`src/include/pll_load_pkg.sv`:
```
`default_nettype none
package pll_load_pkg;
  // ****************************************************
  // Frame layout, LSB sent first, select bits sent last
  // ****************************************************
  localparam int unsigned SHIFT_W       = 20;
  localparam int unsigned MAIN_LEN      = 20;
  localparam int unsigned REF_LEN       = 16;
  localparam int unsigned SWALLOW_W     = 6;
  localparam int unsigned MAIN_W        = 12;
  localparam int unsigned REF_W         = 14;
  localparam int unsigned SWALLOW_LSB   = 0;
  localparam int unsigned MAIN_LSB      = 6;
  // Positions once a frame has fully entered the shift register
  localparam int unsigned REF_LSB       = 4;
  localparam int unsigned SEL0_POS      = 18;
  localparam int unsigned SEL1_POS      = 19;
  // Positions inside a reference frame as the host builds it
  localparam int unsigned REF_SEL0_POS  = 14;
  localparam int unsigned REF_SEL1_POS  = 15;
  localparam int unsigned MIN_COUNT     = 5;
  localparam logic [1:0]  SEL_MAIN      = 2'h0;
  localparam logic [1:0]  SEL_REF       = 2'h2;

  // ****************************************************
  // Host registers
  // ****************************************************
  localparam logic [7:0]  OFS_MAIN      = 8'h00;
  localparam logic [7:0]  OFS_REF       = 8'h04;
  localparam logic [7:0]  OFS_CMD       = 8'h08;
  localparam logic [7:0]  OFS_STATUS    = 8'h0C;
  localparam int unsigned CMD_MAIN      = 0;
  localparam int unsigned CMD_REF       = 1;
  localparam int unsigned CMD_INIT      = 2;
  localparam int unsigned ST_BUSY       = 0;
  localparam int unsigned ST_MAIN_DONE  = 1;
  localparam int unsigned ST_REF_DONE   = 2;
  localparam int unsigned ST_RANGE_ERR  = 3;
  localparam logic [31:0] RATIO_RESET   = 32'h0000_0000;
  localparam logic [1:0]  RESP_OKAY     = 2'h0;
  localparam logic [1:0]  RESP_SLVERR   = 2'h2;

  // ****************************************************
  // Timing
  // ****************************************************
  localparam int unsigned CLK_PERIOD_NS = 4;
  localparam int unsigned T_MIN_NS      = 500;
  localparam int unsigned T_MIN_CYC     =
    (T_MIN_NS + CLK_PERIOD_NS - 1) / CLK_PERIOD_NS;
endpackage
`default_nettype wire

```
`src/include/serial_load_if.sv`:
```
`default_nettype none
interface serial_load_if;
  logic serial_clk;
  logic serial_data;
  logic latch_strobe;

  modport host (
    output serial_clk,
    output serial_data,
    output latch_strobe
  );

  modport device (
    input serial_clk,
    input serial_data,
    input latch_strobe
  );
endinterface
`default_nettype wire

```
`src/pll_serial_host.sv`:
```
`default_nettype none
module pll_serial_host #(
  parameter int unsigned HALF_CYC = pll_load_pkg::T_MIN_CYC
) (
  // System
  input  wire logic        sys_clk,
  input  wire logic        resetn,
  // AXI4-Lite write
  input  wire logic [7:0]  s_axi_awaddr,
  input  wire logic        s_axi_awvalid,
  output var  logic        s_axi_awready,
  input  wire logic [31:0] s_axi_wdata,
  input  wire logic [3:0]  s_axi_wstrb,
  input  wire logic        s_axi_wvalid,
  output var  logic        s_axi_wready,
  output var  logic [1:0]  s_axi_bresp,
  output var  logic        s_axi_bvalid,
  input  wire logic        s_axi_bready,
  // AXI4-Lite read
  input  wire logic [7:0]  s_axi_araddr,
  input  wire logic        s_axi_arvalid,
  output var  logic        s_axi_arready,
  output var  logic [31:0] s_axi_rdata,
  output var  logic [1:0]  s_axi_rresp,
  output var  logic        s_axi_rvalid,
  input  wire logic        s_axi_rready,
  // Serial link
  serial_load_if.host      link
);
  localparam int unsigned TW = $clog2(HALF_CYC + 1);
  localparam logic [TW-1:0] T_LOAD = TW'(HALF_CYC - 1);

  typedef enum logic [4:0] {
    S_IDLE   = 5'h01,
    S_LOW    = 5'h02,
    S_HIGH   = 5'h04,
    S_STROBE = 5'h08,
    S_GAP    = 5'h10
  } link_state_e;

  function automatic logic [31:0] merge(input logic [31:0] old,
                                        input logic [31:0] nw,
                                        input logic [3:0]  be);
    for (int i = 0; i < 4; i++) begin
      merge[i*8 +: 8] = be[i] ? nw[i*8 +: 8] : old[i*8 +: 8];
    end
  endfunction

  function automatic logic mapped(input logic [7:0] a);
    mapped = (a == pll_load_pkg::OFS_MAIN) ||
             (a == pll_load_pkg::OFS_REF) ||
             (a == pll_load_pkg::OFS_CMD) ||
             (a == pll_load_pkg::OFS_STATUS);
  endfunction

  // ****************************************************
  // Register bus
  // ****************************************************
  logic        aw_got_q, aw_got_d, w_got_q, w_got_d;
  logic [7:0]  awaddr_q, awaddr_d;
  logic [31:0] wdata_q, wdata_d;
  logic [3:0]  wstrb_q, wstrb_d;
  logic        awready_d, wready_d, bvalid_d, arready_d, rvalid_d;
  logic [1:0]  bresp_d, rresp_d;
  logic [31:0] rdata_d;
  logic [17:0] main_reg_q, main_reg_d;
  logic [13:0] ref_reg_q, ref_reg_d;
  logic [2:0]  cmd_q, cmd_d;
  logic        err_clr_q, err_clr_d;
  logic [31:0] status;
  logic [31:0] mw;

  link_state_e state_q, state_d;
  logic        main_done_q, ref_done_q, err_q;

  always_comb begin
    status = '0;
    status[pll_load_pkg::ST_BUSY]      = (state_q != S_IDLE);
    status[pll_load_pkg::ST_MAIN_DONE] = main_done_q;
    status[pll_load_pkg::ST_REF_DONE]  = ref_done_q;
    status[pll_load_pkg::ST_RANGE_ERR] = err_q;
    aw_got_d  = aw_got_q;
    w_got_d   = w_got_q;
    awaddr_d  = awaddr_q;
    wdata_d   = wdata_q;
    wstrb_d   = wstrb_q;
    bvalid_d  = s_axi_bvalid & ~s_axi_bready;
    bresp_d   = s_axi_bresp;
    rvalid_d  = s_axi_rvalid & ~s_axi_rready;
    rresp_d   = s_axi_rresp;
    rdata_d   = s_axi_rdata;
    main_reg_d = main_reg_q;
    ref_reg_d  = ref_reg_q;
    cmd_d      = '0;
    err_clr_d  = 1'b0;
    mw         = '0;
    if (s_axi_awvalid && s_axi_awready) begin
      aw_got_d = 1'b1;
      awaddr_d = s_axi_awaddr;
    end
    if (s_axi_wvalid && s_axi_wready) begin
      w_got_d = 1'b1;
      wdata_d = s_axi_wdata;
      wstrb_d = s_axi_wstrb;
    end
    if (aw_got_q && w_got_q && !s_axi_bvalid) begin
      aw_got_d = 1'b0;
      w_got_d  = 1'b0;
      bvalid_d = 1'b1;
      bresp_d  = mapped(awaddr_q) ? pll_load_pkg::RESP_OKAY
                                  : pll_load_pkg::RESP_SLVERR;
      unique case (awaddr_q)
        pll_load_pkg::OFS_MAIN: begin
          mw = merge({14'h0000, main_reg_q}, wdata_q, wstrb_q);
          main_reg_d = mw[17:0];
        end
        pll_load_pkg::OFS_REF: begin
          mw = merge({18'h00000, ref_reg_q}, wdata_q, wstrb_q);
          ref_reg_d = mw[13:0];
        end
        pll_load_pkg::OFS_CMD: begin
          cmd_d = wstrb_q[0] ? wdata_q[2:0] : 3'h0;
        end
        pll_load_pkg::OFS_STATUS: begin
          err_clr_d = wstrb_q[0] & wdata_q[pll_load_pkg::ST_RANGE_ERR];
        end
        default: begin
        end
      endcase
    end
    if (s_axi_arvalid && s_axi_arready) begin
      rvalid_d = 1'b1;
      rresp_d  = mapped(s_axi_araddr) ? pll_load_pkg::RESP_OKAY
                                      : pll_load_pkg::RESP_SLVERR;
      unique case (s_axi_araddr)
        pll_load_pkg::OFS_MAIN:   rdata_d = {14'h0000, main_reg_q};
        pll_load_pkg::OFS_REF:    rdata_d = {18'h00000, ref_reg_q};
        pll_load_pkg::OFS_STATUS: rdata_d = status;
        default:                  rdata_d = '0;
      endcase
    end
    awready_d = ~aw_got_d & ~bvalid_d;
    wready_d  = ~w_got_d & ~bvalid_d;
    arready_d = ~rvalid_d;
  end

  always_ff @(posedge sys_clk or negedge resetn) begin
    if (!resetn) begin
      aw_got_q      <= 1'b0;
      w_got_q       <= 1'b0;
      awaddr_q      <= '0;
      wdata_q       <= '0;
      wstrb_q       <= '0;
      s_axi_awready <= 1'b0;
      s_axi_wready  <= 1'b0;
      s_axi_bvalid  <= 1'b0;
      s_axi_bresp   <= pll_load_pkg::RESP_OKAY;
      s_axi_arready <= 1'b0;
      s_axi_rvalid  <= 1'b0;
      s_axi_rresp   <= pll_load_pkg::RESP_OKAY;
      s_axi_rdata   <= '0;
      main_reg_q    <= pll_load_pkg::RATIO_RESET[17:0];
      ref_reg_q     <= pll_load_pkg::RATIO_RESET[13:0];
      cmd_q         <= '0;
      err_clr_q     <= 1'b0;
    end else begin
      aw_got_q      <= aw_got_d;
      w_got_q       <= w_got_d;
      awaddr_q      <= awaddr_d;
      wdata_q       <= wdata_d;
      wstrb_q       <= wstrb_d;
      s_axi_awready <= awready_d;
      s_axi_wready  <= wready_d;
      s_axi_bvalid  <= bvalid_d;
      s_axi_bresp   <= bresp_d;
      s_axi_arready <= arready_d;
      s_axi_rvalid  <= rvalid_d;
      s_axi_rresp   <= rresp_d;
      s_axi_rdata   <= rdata_d;
      main_reg_q    <= main_reg_d;
      ref_reg_q     <= ref_reg_d;
      cmd_q         <= cmd_d;
      err_clr_q     <= err_clr_d;
    end
  end

  // ****************************************************
  // Serial frame engine
  // ****************************************************
  logic [19:0]   frame_q, frame_d;
  logic [4:0]    left_q, left_d;
  logic [TW-1:0] timer_q, timer_d;
  logic          sel_ref_q, sel_ref_d;
  logic          init_q, init_d;
  logic          sclk_q, sclk_d, sdata_q, sdata_d, strobe_q, strobe_d;
  logic          main_done_d, ref_done_d, err_d;
  logic          main_ok, ref_ok, both;
  logic [19:0]   main_frame, ref_frame;

  assign link.serial_clk   = sclk_q;
  assign link.serial_data  = sdata_q;
  assign link.latch_strobe = strobe_q;

  always_comb begin
    main_frame = {pll_load_pkg::SEL_MAIN, main_reg_q};
    ref_frame  = '0;
    ref_frame[13:0] = ref_reg_q;
    ref_frame[pll_load_pkg::REF_SEL0_POS] = pll_load_pkg::SEL_REF[0];
    ref_frame[pll_load_pkg::REF_SEL1_POS] = pll_load_pkg::SEL_REF[1];
    main_ok = (main_reg_q[17:6] >= 12'(pll_load_pkg::MIN_COUNT));
    ref_ok  = (ref_reg_q >= 14'(pll_load_pkg::MIN_COUNT));
    both    = cmd_q[pll_load_pkg::CMD_INIT] |
              (cmd_q[pll_load_pkg::CMD_MAIN] & cmd_q[pll_load_pkg::CMD_REF]);
    state_d     = state_q;
    frame_d     = frame_q;
    left_d      = left_q;
    timer_d     = (timer_q != '0) ? timer_q - TW'(1) : timer_q;
    sel_ref_d   = sel_ref_q;
    init_d      = init_q;
    sclk_d      = sclk_q;
    sdata_d     = sdata_q;
    strobe_d    = strobe_q;
    main_done_d = main_done_q;
    ref_done_d  = ref_done_q;
    err_d       = err_q & ~err_clr_q;
    unique case (state_q)
      S_IDLE: begin
        if (cmd_q != '0 && (!main_ok && (both ||
            cmd_q[pll_load_pkg::CMD_MAIN]) ||
            !ref_ok && (both || cmd_q[pll_load_pkg::CMD_REF]))) begin
          err_d = 1'b1;
        end else if (both || cmd_q[pll_load_pkg::CMD_REF]) begin
          init_d    = both;
          sel_ref_d = 1'b1;
          frame_d   = ref_frame;
          left_d    = 5'(pll_load_pkg::REF_LEN - 1);
          sdata_d   = ref_frame[0];
          timer_d   = T_LOAD;
          state_d   = S_LOW;
        end else if (cmd_q[pll_load_pkg::CMD_MAIN]) begin
          sel_ref_d = 1'b0;
          frame_d   = main_frame;
          left_d    = 5'(pll_load_pkg::MAIN_LEN - 1);
          sdata_d   = main_frame[0];
          timer_d   = T_LOAD;
          state_d   = S_LOW;
        end
      end
      S_LOW: begin
        if (timer_q == '0) begin
          sclk_d  = 1'b1;
          timer_d = T_LOAD;
          state_d = S_HIGH;
        end
      end
      S_HIGH: begin
        if (timer_q == '0) begin
          sclk_d  = 1'b0;
          timer_d = T_LOAD;
          if (left_q == '0) begin
            strobe_d = 1'b1;
            state_d  = S_STROBE;
          end else begin
            frame_d = {1'b0, frame_q[19:1]};
            sdata_d = frame_q[1];
            left_d  = left_q - 5'h01;
            state_d = S_LOW;
          end
        end
      end
      S_STROBE: begin
        if (timer_q == '0) begin
          strobe_d    = 1'b0;
          main_done_d = main_done_q | ~sel_ref_q;
          ref_done_d  = ref_done_q | sel_ref_q;
          timer_d     = T_LOAD;
          state_d     = S_GAP;
        end
      end
      S_GAP: begin
        if (timer_q == '0) begin
          if (init_q) begin
            init_d    = 1'b0;
            sel_ref_d = 1'b0;
            frame_d   = main_frame;
            left_d    = 5'(pll_load_pkg::MAIN_LEN - 1);
            sdata_d   = main_frame[0];
            timer_d   = T_LOAD;
            state_d   = S_LOW;
          end else begin
            state_d = S_IDLE;
          end
        end
      end
    endcase
  end

  always_ff @(posedge sys_clk or negedge resetn) begin
    if (!resetn) begin
      state_q     <= S_IDLE;
      frame_q     <= '0;
      left_q      <= '0;
      timer_q     <= '0;
      sel_ref_q   <= 1'b0;
      init_q      <= 1'b0;
      sclk_q      <= 1'b0;
      sdata_q     <= 1'b0;
      strobe_q    <= 1'b0;
      main_done_q <= 1'b0;
      ref_done_q  <= 1'b0;
      err_q       <= 1'b0;
    end else begin
      state_q     <= state_d;
      frame_q     <= frame_d;
      left_q      <= left_d;
      timer_q     <= timer_d;
      sel_ref_q   <= sel_ref_d;
      init_q      <= init_d;
      sclk_q      <= sclk_d;
      sdata_q     <= sdata_d;
      strobe_q    <= strobe_d;
      main_done_q <= main_done_d;
      ref_done_q  <= ref_done_d;
      err_q       <= err_d;
    end
  end
endmodule
`default_nettype wire

```
`src/flat_wrapper.sv`:
```
// flat-port wrapper written by rule: the top's interface ports become plain ports
module pll_serial_host_flat 
#(
  parameter int unsigned HALF_CYC = pll_load_pkg::T_MIN_CYC
)
  (sys_clk, resetn, s_axi_awaddr, s_axi_awvalid, s_axi_awready, s_axi_wdata, s_axi_wstrb, s_axi_wvalid, s_axi_wready, s_axi_bresp, s_axi_bvalid, s_axi_bready, s_axi_araddr, s_axi_arvalid, s_axi_arready, s_axi_rdata, s_axi_rresp, s_axi_rvalid, s_axi_rready, link_serial_clk, link_serial_data, link_latch_strobe);
  serial_load_if link_i ();
  input  wire logic sys_clk;
  input  wire logic resetn;
  input  wire logic [7:0] s_axi_awaddr;
  input  wire logic s_axi_awvalid;
  output var  logic s_axi_awready;
  input  wire logic [31:0] s_axi_wdata;
  input  wire logic [3:0] s_axi_wstrb;
  input  wire logic s_axi_wvalid;
  output var  logic s_axi_wready;
  output var  logic [1:0] s_axi_bresp;
  output var  logic s_axi_bvalid;
  input  wire logic s_axi_bready;
  input  wire logic [7:0] s_axi_araddr;
  input  wire logic s_axi_arvalid;
  output var  logic s_axi_arready;
  output var  logic [31:0] s_axi_rdata;
  output var  logic [1:0] s_axi_rresp;
  output var  logic s_axi_rvalid;
  input  wire logic s_axi_rready;
  output wire logic [$bits(link_i.serial_clk)-1:0] link_serial_clk;
  output wire logic [$bits(link_i.serial_data)-1:0] link_serial_data;
  output wire logic [$bits(link_i.latch_strobe)-1:0] link_latch_strobe;
  assign link_serial_clk = link_i.serial_clk;
  assign link_serial_data = link_i.serial_data;
  assign link_latch_strobe = link_i.latch_strobe;
  pll_serial_host #(.HALF_CYC(HALF_CYC)) u_core (.sys_clk(sys_clk), .resetn(resetn), .s_axi_awaddr(s_axi_awaddr), .s_axi_awvalid(s_axi_awvalid), .s_axi_awready(s_axi_awready), .s_axi_wdata(s_axi_wdata), .s_axi_wstrb(s_axi_wstrb), .s_axi_wvalid(s_axi_wvalid), .s_axi_wready(s_axi_wready), .s_axi_bresp(s_axi_bresp), .s_axi_bvalid(s_axi_bvalid), .s_axi_bready(s_axi_bready), .s_axi_araddr(s_axi_araddr), .s_axi_arvalid(s_axi_arvalid), .s_axi_arready(s_axi_arready), .s_axi_rdata(s_axi_rdata), .s_axi_rresp(s_axi_rresp), .s_axi_rvalid(s_axi_rvalid), .s_axi_rready(s_axi_rready), .link(link_i));
endmodule
```
`config.mk`:
```
export PLATFORM = sky130hd
export DESIGN_NAME = pll_serial_host_flat
export DESIGN_NICKNAME = d
export VERILOG_FILES = /design/src/include/pll_load_pkg.sv /design/src/include/serial_load_if.sv /design/src/pll_serial_host.sv /design/src/flat_wrapper.sv
export SDC_FILE = /design/constraint.sdc
export NUM_CORES = 1
export LEC_CHECK = 0
export ABC_AREA = 1
export BUFFER_PORTS_ARGS = -buffer_cell sky130_fd_sc_hd__buf_2
export CORE_MARGIN = 10
export CORE_UTILIZATION = 44
export CTS_BUF_LIST = sky130_fd_sc_hd__clkbuf_2 sky130_fd_sc_hd__clkbuf_4 sky130_fd_sc_hd__clkbuf_8
export DETAILED_ROUTE_END_ITERATION = 16
export SYNTH_ARGS = -nofsm -noshare
export SYNTH_HDL_FRONTEND = slang
export SYNTH_SLANG_ARGS = --single-unit
```
`constraint.sdc`:
```
create_clock -name sys_clk -period 3.7 [get_ports sys_clk]
set_input_delay 0.185 -clock sys_clk [delete_from_list [all_inputs] [get_ports sys_clk]]
set_output_delay 0.185 -clock sys_clk [all_outputs]
set_load 0.03 [all_outputs]
```
==> results of run 1 <==
[Yosys cell counts, drive strengths merged]
cell and instances:
a21boi 1, a21o 1, a21oi 13, buf 37, clkbuf 14, clkinv 1, conb 1, dfrtp 133
dfstp 1, ha 4, inv 65, nand2 290, nand3 69, nand3b 2, nand4 32, nor2 50
nor3 7, nor3b 2, nor4 2, o211ai 1, o21ai 85, o21bai 2, or2 3, xnor2 3
xor2 2
[sequential cells by signal, indices dropped and copies added (netlist names), 3 cells and up]
signal              cells
u_core.timer_q          7
u_core.wdata_q         18
u_core.cmd_q            3
u_core.state_q          5
u_core.ref_reg_q       14
u_core.s_axi_rdata     18
u_core.frame_q         18
u_core.awaddr_q         8
u_core.main_reg_q      18
u_core.left_q           5
u_core.wstrb_q          3
[timing repair]
item                                    in CTS  in global routing
hold endpoints to repair                   144                  0
endpoints found under the setup margin       0                  0
hold buffers                                32                  0
[cells by family after synthesis]
logic type | share of synthesized area
buffers and inverters | 0.08734
other | 0.0005629
adder cells (fa/ha/maj) | 0.007513
AND/OR/NAND/NOR | 0.3090
XOR/XNOR | 0.006575
flip-flops | 0.5036
AO/OA/AOI/OAI | 0.08546
[final cells by class]
class,count,area [um2]
Tap cell,184,230.2
Clock inverter,13,203.9
Fill cell,1382,6932
Timing Repair Buffer,105,696.9
Sequential cell,134,3354
Inverter,66,252.7
Multi-Input combinational cell,585,2781
Clock buffer,18,247.7
[path summary, 6_finish.rpt]
kind,endpoint,cells past startpoint,slack [ns]
max,u_core.frame_q[0],8,1.03
min,u_core.wstrb_q[0],4,0.05
max reg2reg,u_core.frame_q[0],8,1.03
min reg2reg,u_core.err_q,1,0.45
max in group asynchronous,u_core.frame_q[12],3,2.31
min in group asynchronous,u_core.timer_q[6],2,0.44
[cells in the final DEF, fill, tap and decap left out, drive strengths merged, types with 3 or more instances in the layout]
master / instances
nand2: 290
conb: 16
clkbuf: 18
inv: 66
or2: 3
nand3: 69
nor2: 50
o21ai: 85
dfrtp: 133
xnor2: 3
a21oi: 13
nand4: 32
nor3: 7
clkinv: 7
buf: 73
ha: 4
dlygate4sd3: 32
bufinv: 5
[power by group]
group          switching, mW  internal (mW)
Sequential             0.231           1.76
Combinational          0.529          0.265
Clock                  0.573          0.815
Total                   1.33           2.84
[per-stage QoR]
step	setup slack, ns	hold WS (ns)
after floorplan	1.839	-0.1106
after global placement	1.117	0.3807
after detailed placement	1.054	0.3864
after CTS	1.034	0.02905
after global routing	0.7601	0.07851
final	1.026	0.05064
[per-layer routing]
metal	share of wire	vias to the layer above	GRT usage
met5	0	-	0
met4	0.010	0	0.05646
met3	0.054	14	0.04478
met2	0.49	147	0.2751
met1	0.44	2640	0.2033
li1	-	2794	-
[tightest hold or removal path: cells and delay by family]
family | cells | cell delay, ns
simple gates | 3 | 0.20
buf+inv | 1 | 0.08
==> impl_metrics.yaml, run 1 <==
status:
  status: "finished, final reports clean"
synthesis:
  synth_area_per_cell_um2: 8.114
  synth_cell_types: 43
  synthCells: 821
  synth_top_cell_by_area: "dfrtp_1"
  yosysWarnings: 0
  ys_seq_area_frac: 0.5036
  synth_top_area_share: 0.4996
  ys_top_cells_by_area: "dfrtp_1, nand2_1, o21ai_0"
  mappedNetlistArea_um2: 6661
  synth_seq_cells: 134
worst_hold_path:
  min_from: "s_axi_wvalid"
  hold_class: "primary input to flop"
clock_tree:
  htree_levels: 4
  cts.repair.resized: 0
  path_clk_slew_ns: 0.08
  clock_latency_ns: 0.45
  cts_setup_buffers: 0
  clockBufferDepth: 2
  cts-root-buf: "clkbuf_8"
  cts_tree: "built"
  cts_inserted_buffers: 17
  cts_num_sinks: 134
timing:
  tightest_slew_ns: 1.075
  fin_crit_ns: 2.674
  slew_violations: 0
  period_share: 0.7226
  relSlewSlack: 0.2834
  finalSetupViolCount: 0
  hold_viol: 0
  rsz0062_at_grt: "false"
  fmax_mhz: 374.0
  skew_ns: 0.01260
  fin_setup_tns_ns: 0
grt:
  grt_max_degree: 116
  grt_pass1_vias: 5585
  overflow: 0
  antenna_found_initial: 0
  grt_pass1_wl_mm: 27.39
  grt_util_all_layers: 0.1656
placement:
  dp.cells: 1042
  portBuffers: 71
  post-dp-hpwl_mm: 10.86
  place.gp.congestion: 0.8321
  placed_area_um2: 6995
job:
  drv.max_cap_violation_count: 0
critical_path:
  crit_chain: "nor2_4, nand3_4, inv_2, nand2_2, o21bai_4, nand3_4, nand2_1, nand2_1"
  endpoint_kind: "flop"
  crit_path_start_kind: "flop"
  critPathTopFamily: "simple AND/OR/NAND/NOR gates"
  slowest_stage: "o21bai_4"
  cp.required_ns: 4.03
  max_stage_delay_ns: 0.55
  cp-startpoint: "u_core.state_q[1]"
  cp_num_buf_inv: 1
  path_max_fanout: 24
  worstReg2RegStart: "u_core.state_q[1]"
  crit_arrival_ns: 3.00
  crit_type: "flop to flop"
routing:
  drt_iter0_drc: 381
  via_per_inst: 5.063
  vias: 5595
  drt_pass1_iterations: 5
  drc: 0
  routed_wl_mm: 16.20
  antenna_left: 0
  routedWlPerCell_um: 14.66
floorplan:
  io_pins: 103
  dieArea_um2: 20460
  core_um2: 14700
  die_x_um: 143.0
  initial_core_util: 0.4532
  fp-row-count: 44
  fp.dieH_um: 143.0
cells_and_area:
  drive_above_1_share: 0.1498
  stdcell_area_um2: 7767
  final_cell_count_no_fill: 1105
  final_nets: 972
  fin_util: 0.5284
  n_antenna_cell: 0
  area_growth_pct: 16.60
pwr:
  peakVddDrop_mv: 0.3842
  p_per_area_nw_per_um2: 537.8
  power.leakage_nw: 3.950
  p_total_mw: 4.177
Note: power is estimated with default switching activity, not from simulation.
==> run 2: changes to the inputs <==
- PLACE_DENSITY: default -> 0.67
- clock period: 3.7 -> 2.35 ns (I/O delays scaled with it)
==> impl_metrics.yaml, run 2 (synthesized netlist as in run 1, its figures left out) <==
status:
  status: "finished, final reports clean"
clock_tree:
  cts_inserted_buffers: 17
  htree_levels: 4
  cts_tree: "built"
  clock_latency_ns: 0.45
  cts_num_sinks: 134
  clockBufferDepth: 2
  cts_setup_buffers: 0
  cts.repair.resized: 0
  path_clk_slew_ns: 0.08
  cts-root-buf: "clkbuf_8"
floorplan:
  core_um2: 14700
  die_x_um: 143.0
  dieArea_um2: 20460
  fp-row-count: 44
  initial_core_util: 0.4532
  io_pins: 103
  fp.dieH_um: 143.0
grt:
  grt_pass1_vias: 5443
  grt_util_all_layers: 0.1626
  antenna_found_initial: 0
  grt_pass1_wl_mm: 26.97
  overflow: 0
  grt_max_degree: 58
timing:
  finalSetupViolCount: 0
  slew_violations: 0
  tightest_slew_ns: 0.7217
  fin_crit_ns: 2.153
  fin_ws_ns: 0.1966
  rsz0062_at_grt: "false"
  skew_ns: 0.01000
  fmax_mhz: 464.4
  hold_viol: 0
  relSlewSlack: 0.5153
  period_share: 0.9163
  fin_setup_tns_ns: 0
cells_and_area:
  final_common_cell: "nand2_1"
  fin_util: 0.5356
  drive_above_1_share: 0.1620
  final_nets: 989
  n_antenna_cell: 0
  area_growth_pct: 18.18
  final_cell_mix: "nand2_1, dfrtp_1, o21ai_0"
critical_path:
  endpoint_kind: "flop"
  critPathTopFamily: "simple AND/OR/NAND/NOR gates"
  path_max_fanout: 18
  max_stage_delay_ns: 0.36
  cp.required_ns: 2.69
  crit_type: "flop to flop"
  crit_path_start_kind: "flop"
  slowest_stage: "dfrtp_1"
  cp_num_buf_inv: 2
  crit_arrival_ns: 2.50
  crit_chain: "inv_1, ha_1, nor3b_4, nand2_4, clkinv_4, nand2_2, nand2_4, nand3_2, nand2_1, nand2_1"
placement:
  post-dp-hpwl_mm: 11.07
  pre_cts_ws_ns: 0.2034
  portBuffers: 71
  place.gp.congestion: 0.8175
routing:
  drc: 0
  routedWlPerCell_um: 14.23
  vias: 5629
  antenna_left: 0
  via_per_inst: 5.017
  drt_pass1_iterations: 5
  routed_wl_mm: 15.96
  drt_iter0_drc: 478
worst_hold_path:
  hold_class: "primary input to flop"
job:
  drv.max_cap_violation_count: 0
pwr:
  peakVddDrop_mv: 0.7575
  p_per_area_nw_per_um2: 817.0
  p_total_mw: 6.432
  power.leakage_nw: 4.002
==> run 2: cell types whose count changed in the layout (fill, tap and decap cells not counted) <==
cell and delta:
dlygate4sd3_1 +3, inv_6 -1, buf_4 +12, nand3_2 +1
buf_12 +1, clkinv_2 -3, clkbuf_4 +3, clkinv_4 -2
clkbuf_8 +3, clkinvlp_4 +3, bufinv_16 -3
==> run 2: through the flow <==
step | cells | instance area (um2) | hold slack (ns)
after floorplan | 836 | 6718 | -0.1781
after global placement | 1055 | 7106 | 0.1206
after detailed placement | 1055 | 7106 | 0.1145
after CTS | 1121 | 7863 | 0.06545
after global routing | 1122 | 7873 | 0.1240
final | 1122 | 7873 | 0.07601
==> run 2: power breakdown <==
part / total [mW] / internal [mW] / switching [mW]
registers: 3.13 / 2.78 / 0.355
logic: 1.34 / 0.461 / 0.876
clock network: 1.96 / 1.08 / 0.880
total: 6.43 / 4.32 / 2.11
==> run 2: final timing paths <==
| check | startpoint | to | slack, ns | depth (start not counted) |
|---|---|---|---|---|
| hold reg to reg | u_core.s_axi_rvalid | u_core.s_axi_arready | 0.46 | 1 |
| setup reg to reg | u_core.timer_q[0] | u_core.frame_q[15] | 0.20 | 10 |
| min in group asynchronous | resetn | u_core.s_axi_bvalid | 0.19 | 2 |
| max in group asynchronous | resetn | u_core.s_axi_rdata[7] | 1.34 | 3 |
| setup / recovery | u_core.timer_q[0] | u_core.frame_q[15] | 0.20 | 10 |
| hold / removal | s_axi_awvalid | u_core.awaddr_q[0] | 0.08 | 4 |
==> run 2: repair_timing <==
action / 4_1_cts / 5_1_grt
endpoints found under the setup margin: 0 / 7
hold buffers: 35 / 0
endpoints found under the hold margin: 87 / 0
==> run 2: metal layers <==
metal | GRT usage | routed length, um | vias up
met3 | 0.03914 | 948 | 14
met1 | 0.2229 | 7629 | 2642
met5 | 0 | 0 | -
met2 | 0.2474 | 7185 | 141
li1 | - | - | 2832
met4 | 0.05266 | 201 | 0
==> run 2: area by class of cell <==
class / count / area, um2
Fill cell: 1365 / 6827
Sequential cell: 134 / 3354
Multi-Input combinational cell: 586 / 2791
Timing Repair Buffer: 121 / 837.1
Clock buffer: 24 / 311.5
Inverter: 66 / 252.7
Tap cell: 184 / 230.2
Clock inverter: 7 / 95.09
==> run 2: worst min-delay path: stages <==
cell and delay [ns]:
buf_2 0.07, nand2_1 0.15, nand2_1 0.10, nand2_1 0.05
==> run 3: changes to the inputs <==
- CAP_MARGIN: default -> 20
- PLACE_DENSITY: 0.67 -> default
- clock period: 2.35 -> 2.45 ns (I/O delays scaled with it)
==> impl_metrics.yaml, run 3 (synthesized netlist as in run 1, its figures left out) <==
pwr:
  power.leakage_nw: 4.001
  p_per_area_nw_per_um2: 789.6
  peakVddDrop_mv: 0.5764
  p_total_mw: 6.206
job:
  drv.max_cap_violation_count: 0
floorplan:
  dieArea_um2: 20460
  core_um2: 14700
  fp.dieH_um: 143.0
  io_pins: 103
  fp-row-count: 44
  die_x_um: 143.0
  initial_core_util: 0.4532
cells_and_area:
  n_antenna_cell: 0
  final_nets: 986
  n_fill_cell: 1376
  area_growth_pct: 17.99
  final_common_cell: "nand2_1"
  final_cell_mix: "nand2_1, dfrtp_1, o21ai_0"
  final_cell_count_no_fill: 1120
  drive_above_1_share: 0.1603
  stdcell_area_um2: 7860
critical_path:
  endpoint_kind: "flop"
  cp_common_cell: "nand2_1"
  path_max_fanout: 23
  crit_type: "flop to flop"
  cp_num_buf_inv: 1
  crit_chain: "inv_1, ha_1, nor3b_4, nand2_4, o21bai_4, nand3_4, nand2_1, nand2_1"
  r2r-end: "u_core.frame_q[0]"
  max_stage_delay_ns: 0.38
  crit_path_start_kind: "flop"
  crit_arrival_ns: 2.52
  critPathTopFamily: "simple AND/OR/NAND/NOR gates"
  cp.required_ns: 2.79
  path_depth: 8
  regToRegSetupSlack_ns: 0.27
  slowest_stage: "o21bai_4"
  reg2reg_depth: 8
  worstReg2RegStart: "u_core.timer_q[0]"
grt:
  grt_pass1_vias: 5564
  gr-usage-met2: 0.2707
  grt_max_degree: 70
  top_usage_layer: "met2"
  grt_pass1_wl_mm: 27.21
  grtUsageMet1: 0.2004
  met3_usage: 0.04809
  antenna_found_initial: 0
  grt_util_all_layers: 0.1637
  overflow: 0
clock_tree:
  cts_num_sinks: 134
  cts-root-buf: "clkbuf_8"
  cts_tree: "built"
  cts.repair.resized: 0
  clock_latency_ns: 0.45
  htree_levels: 4
  path_clk_slew_ns: 0.08
  cts_inserted_buffers: 17
  clockBufferDepth: 2
routing:
  vias: 5607
  via_per_inst: 5.006
  routed_wl_mm: 15.87
  drc: 0
  drt_iter0_drc: 395
  routedWlPerCell_um: 14.17
  antenna_left: 0
  drt_pass1_iterations: 5
worst_hold_path:
  hold_class: "primary input to flop"
  min_to: "u_core.awaddr_q[7]"
  min_from: "s_axi_awvalid"
  hold_depth: 4
placement:
  placed_area_um2: 7091
  dp.cells: 1053
  portBuffers: 71
  place.gp.congestion: 0.8459
  pre_cts_ws_ns: 0.2601
  post-dp-hpwl_mm: 11.27
timing:
  fmax_mhz: 459.3
  fin_crit_ns: 2.177
  fin_setup_tns_ns: 0
  rsz0062_at_grt: "false"
  hold_viol: 0
  fin_ws_ns: 0.2725
  period_share: 0.8888
  relSlewSlack: 0.5579
  tightest_slew_ns: 0.6624
  skew_ns: 0.007444
  slew_violations: 0
  finalSetupViolCount: 0
status:
  status: "finished, final reports clean"
==> run 3: worst register-to-register path: stages (launching register included) <==
cell      delay [ns]
dfrtp_1         0.36
inv_1           0.13
ha_1            0.21
nor3b_4         0.28
nand2_4         0.19
o21bai_4        0.39
nand3_4         0.30
nand2_1         0.15
nand2_1         0.05
==> run 3: area by class of cell <==
type	count	area [um2]	area share
clock inverters	11	148.9	0.01894
repair buffers	119	822.0	0.1046
clock buffers	21	270.3	0.03438
multi-input cells	585	2781	0.3539
inverters	66	252.7	0.03216
well taps	184	230.2	0.02929
flip-flops and latches	134	3354	0.4268
==> run 3: layer usage <==
layer / part of all wire / up-vias
met5: 0 / -
met4: 0.013 / 0
met3: 0.060 / 15
met2: 0.49 / 138
met1: 0.44 / 2630
li1: - / 2824
==> run 3: worst max-delay path by stage <==
stage                                  from                  to  slack, ns
after detailed placement  u_core.timer_q[0]   u_core.frame_q[3]       0.26
after floorplan           u_core.timer_q[0]   u_core.timer_q[0]       0.59
after global placement    u_core.timer_q[0]   u_core.frame_q[5]       0.35
after global routing      u_core.timer_q[0]  u_core.frame_q[15]       0.06
after CTS                 u_core.timer_q[0]   u_core.frame_q[3]       0.24
final                     u_core.timer_q[0]   u_core.frame_q[0]       0.27
==> run 3: repair_timing <==
item	CTS	global route
hold buffers	35	0
setup buffers	0	0
endpoints found under the hold margin	97	0
==> run 3: power breakdown <==
part           switching (mW)  internal (mW)  total (mW)
logic                   0.809          0.441        1.25
clock network           0.883           1.07        1.95
registers               0.341           2.66        3.00
==> run 3: metrics by stage <==
step           utilization  hold slack [ns]
2_1_floorplan            -          -0.1731
3_3_place_gp        0.4824           0.1609
3_5_place_dp        0.4824           0.1710
4_1_cts             0.5347          0.04958
5_1_grt             0.5347          0.09541
6_report            0.5347          0.09116
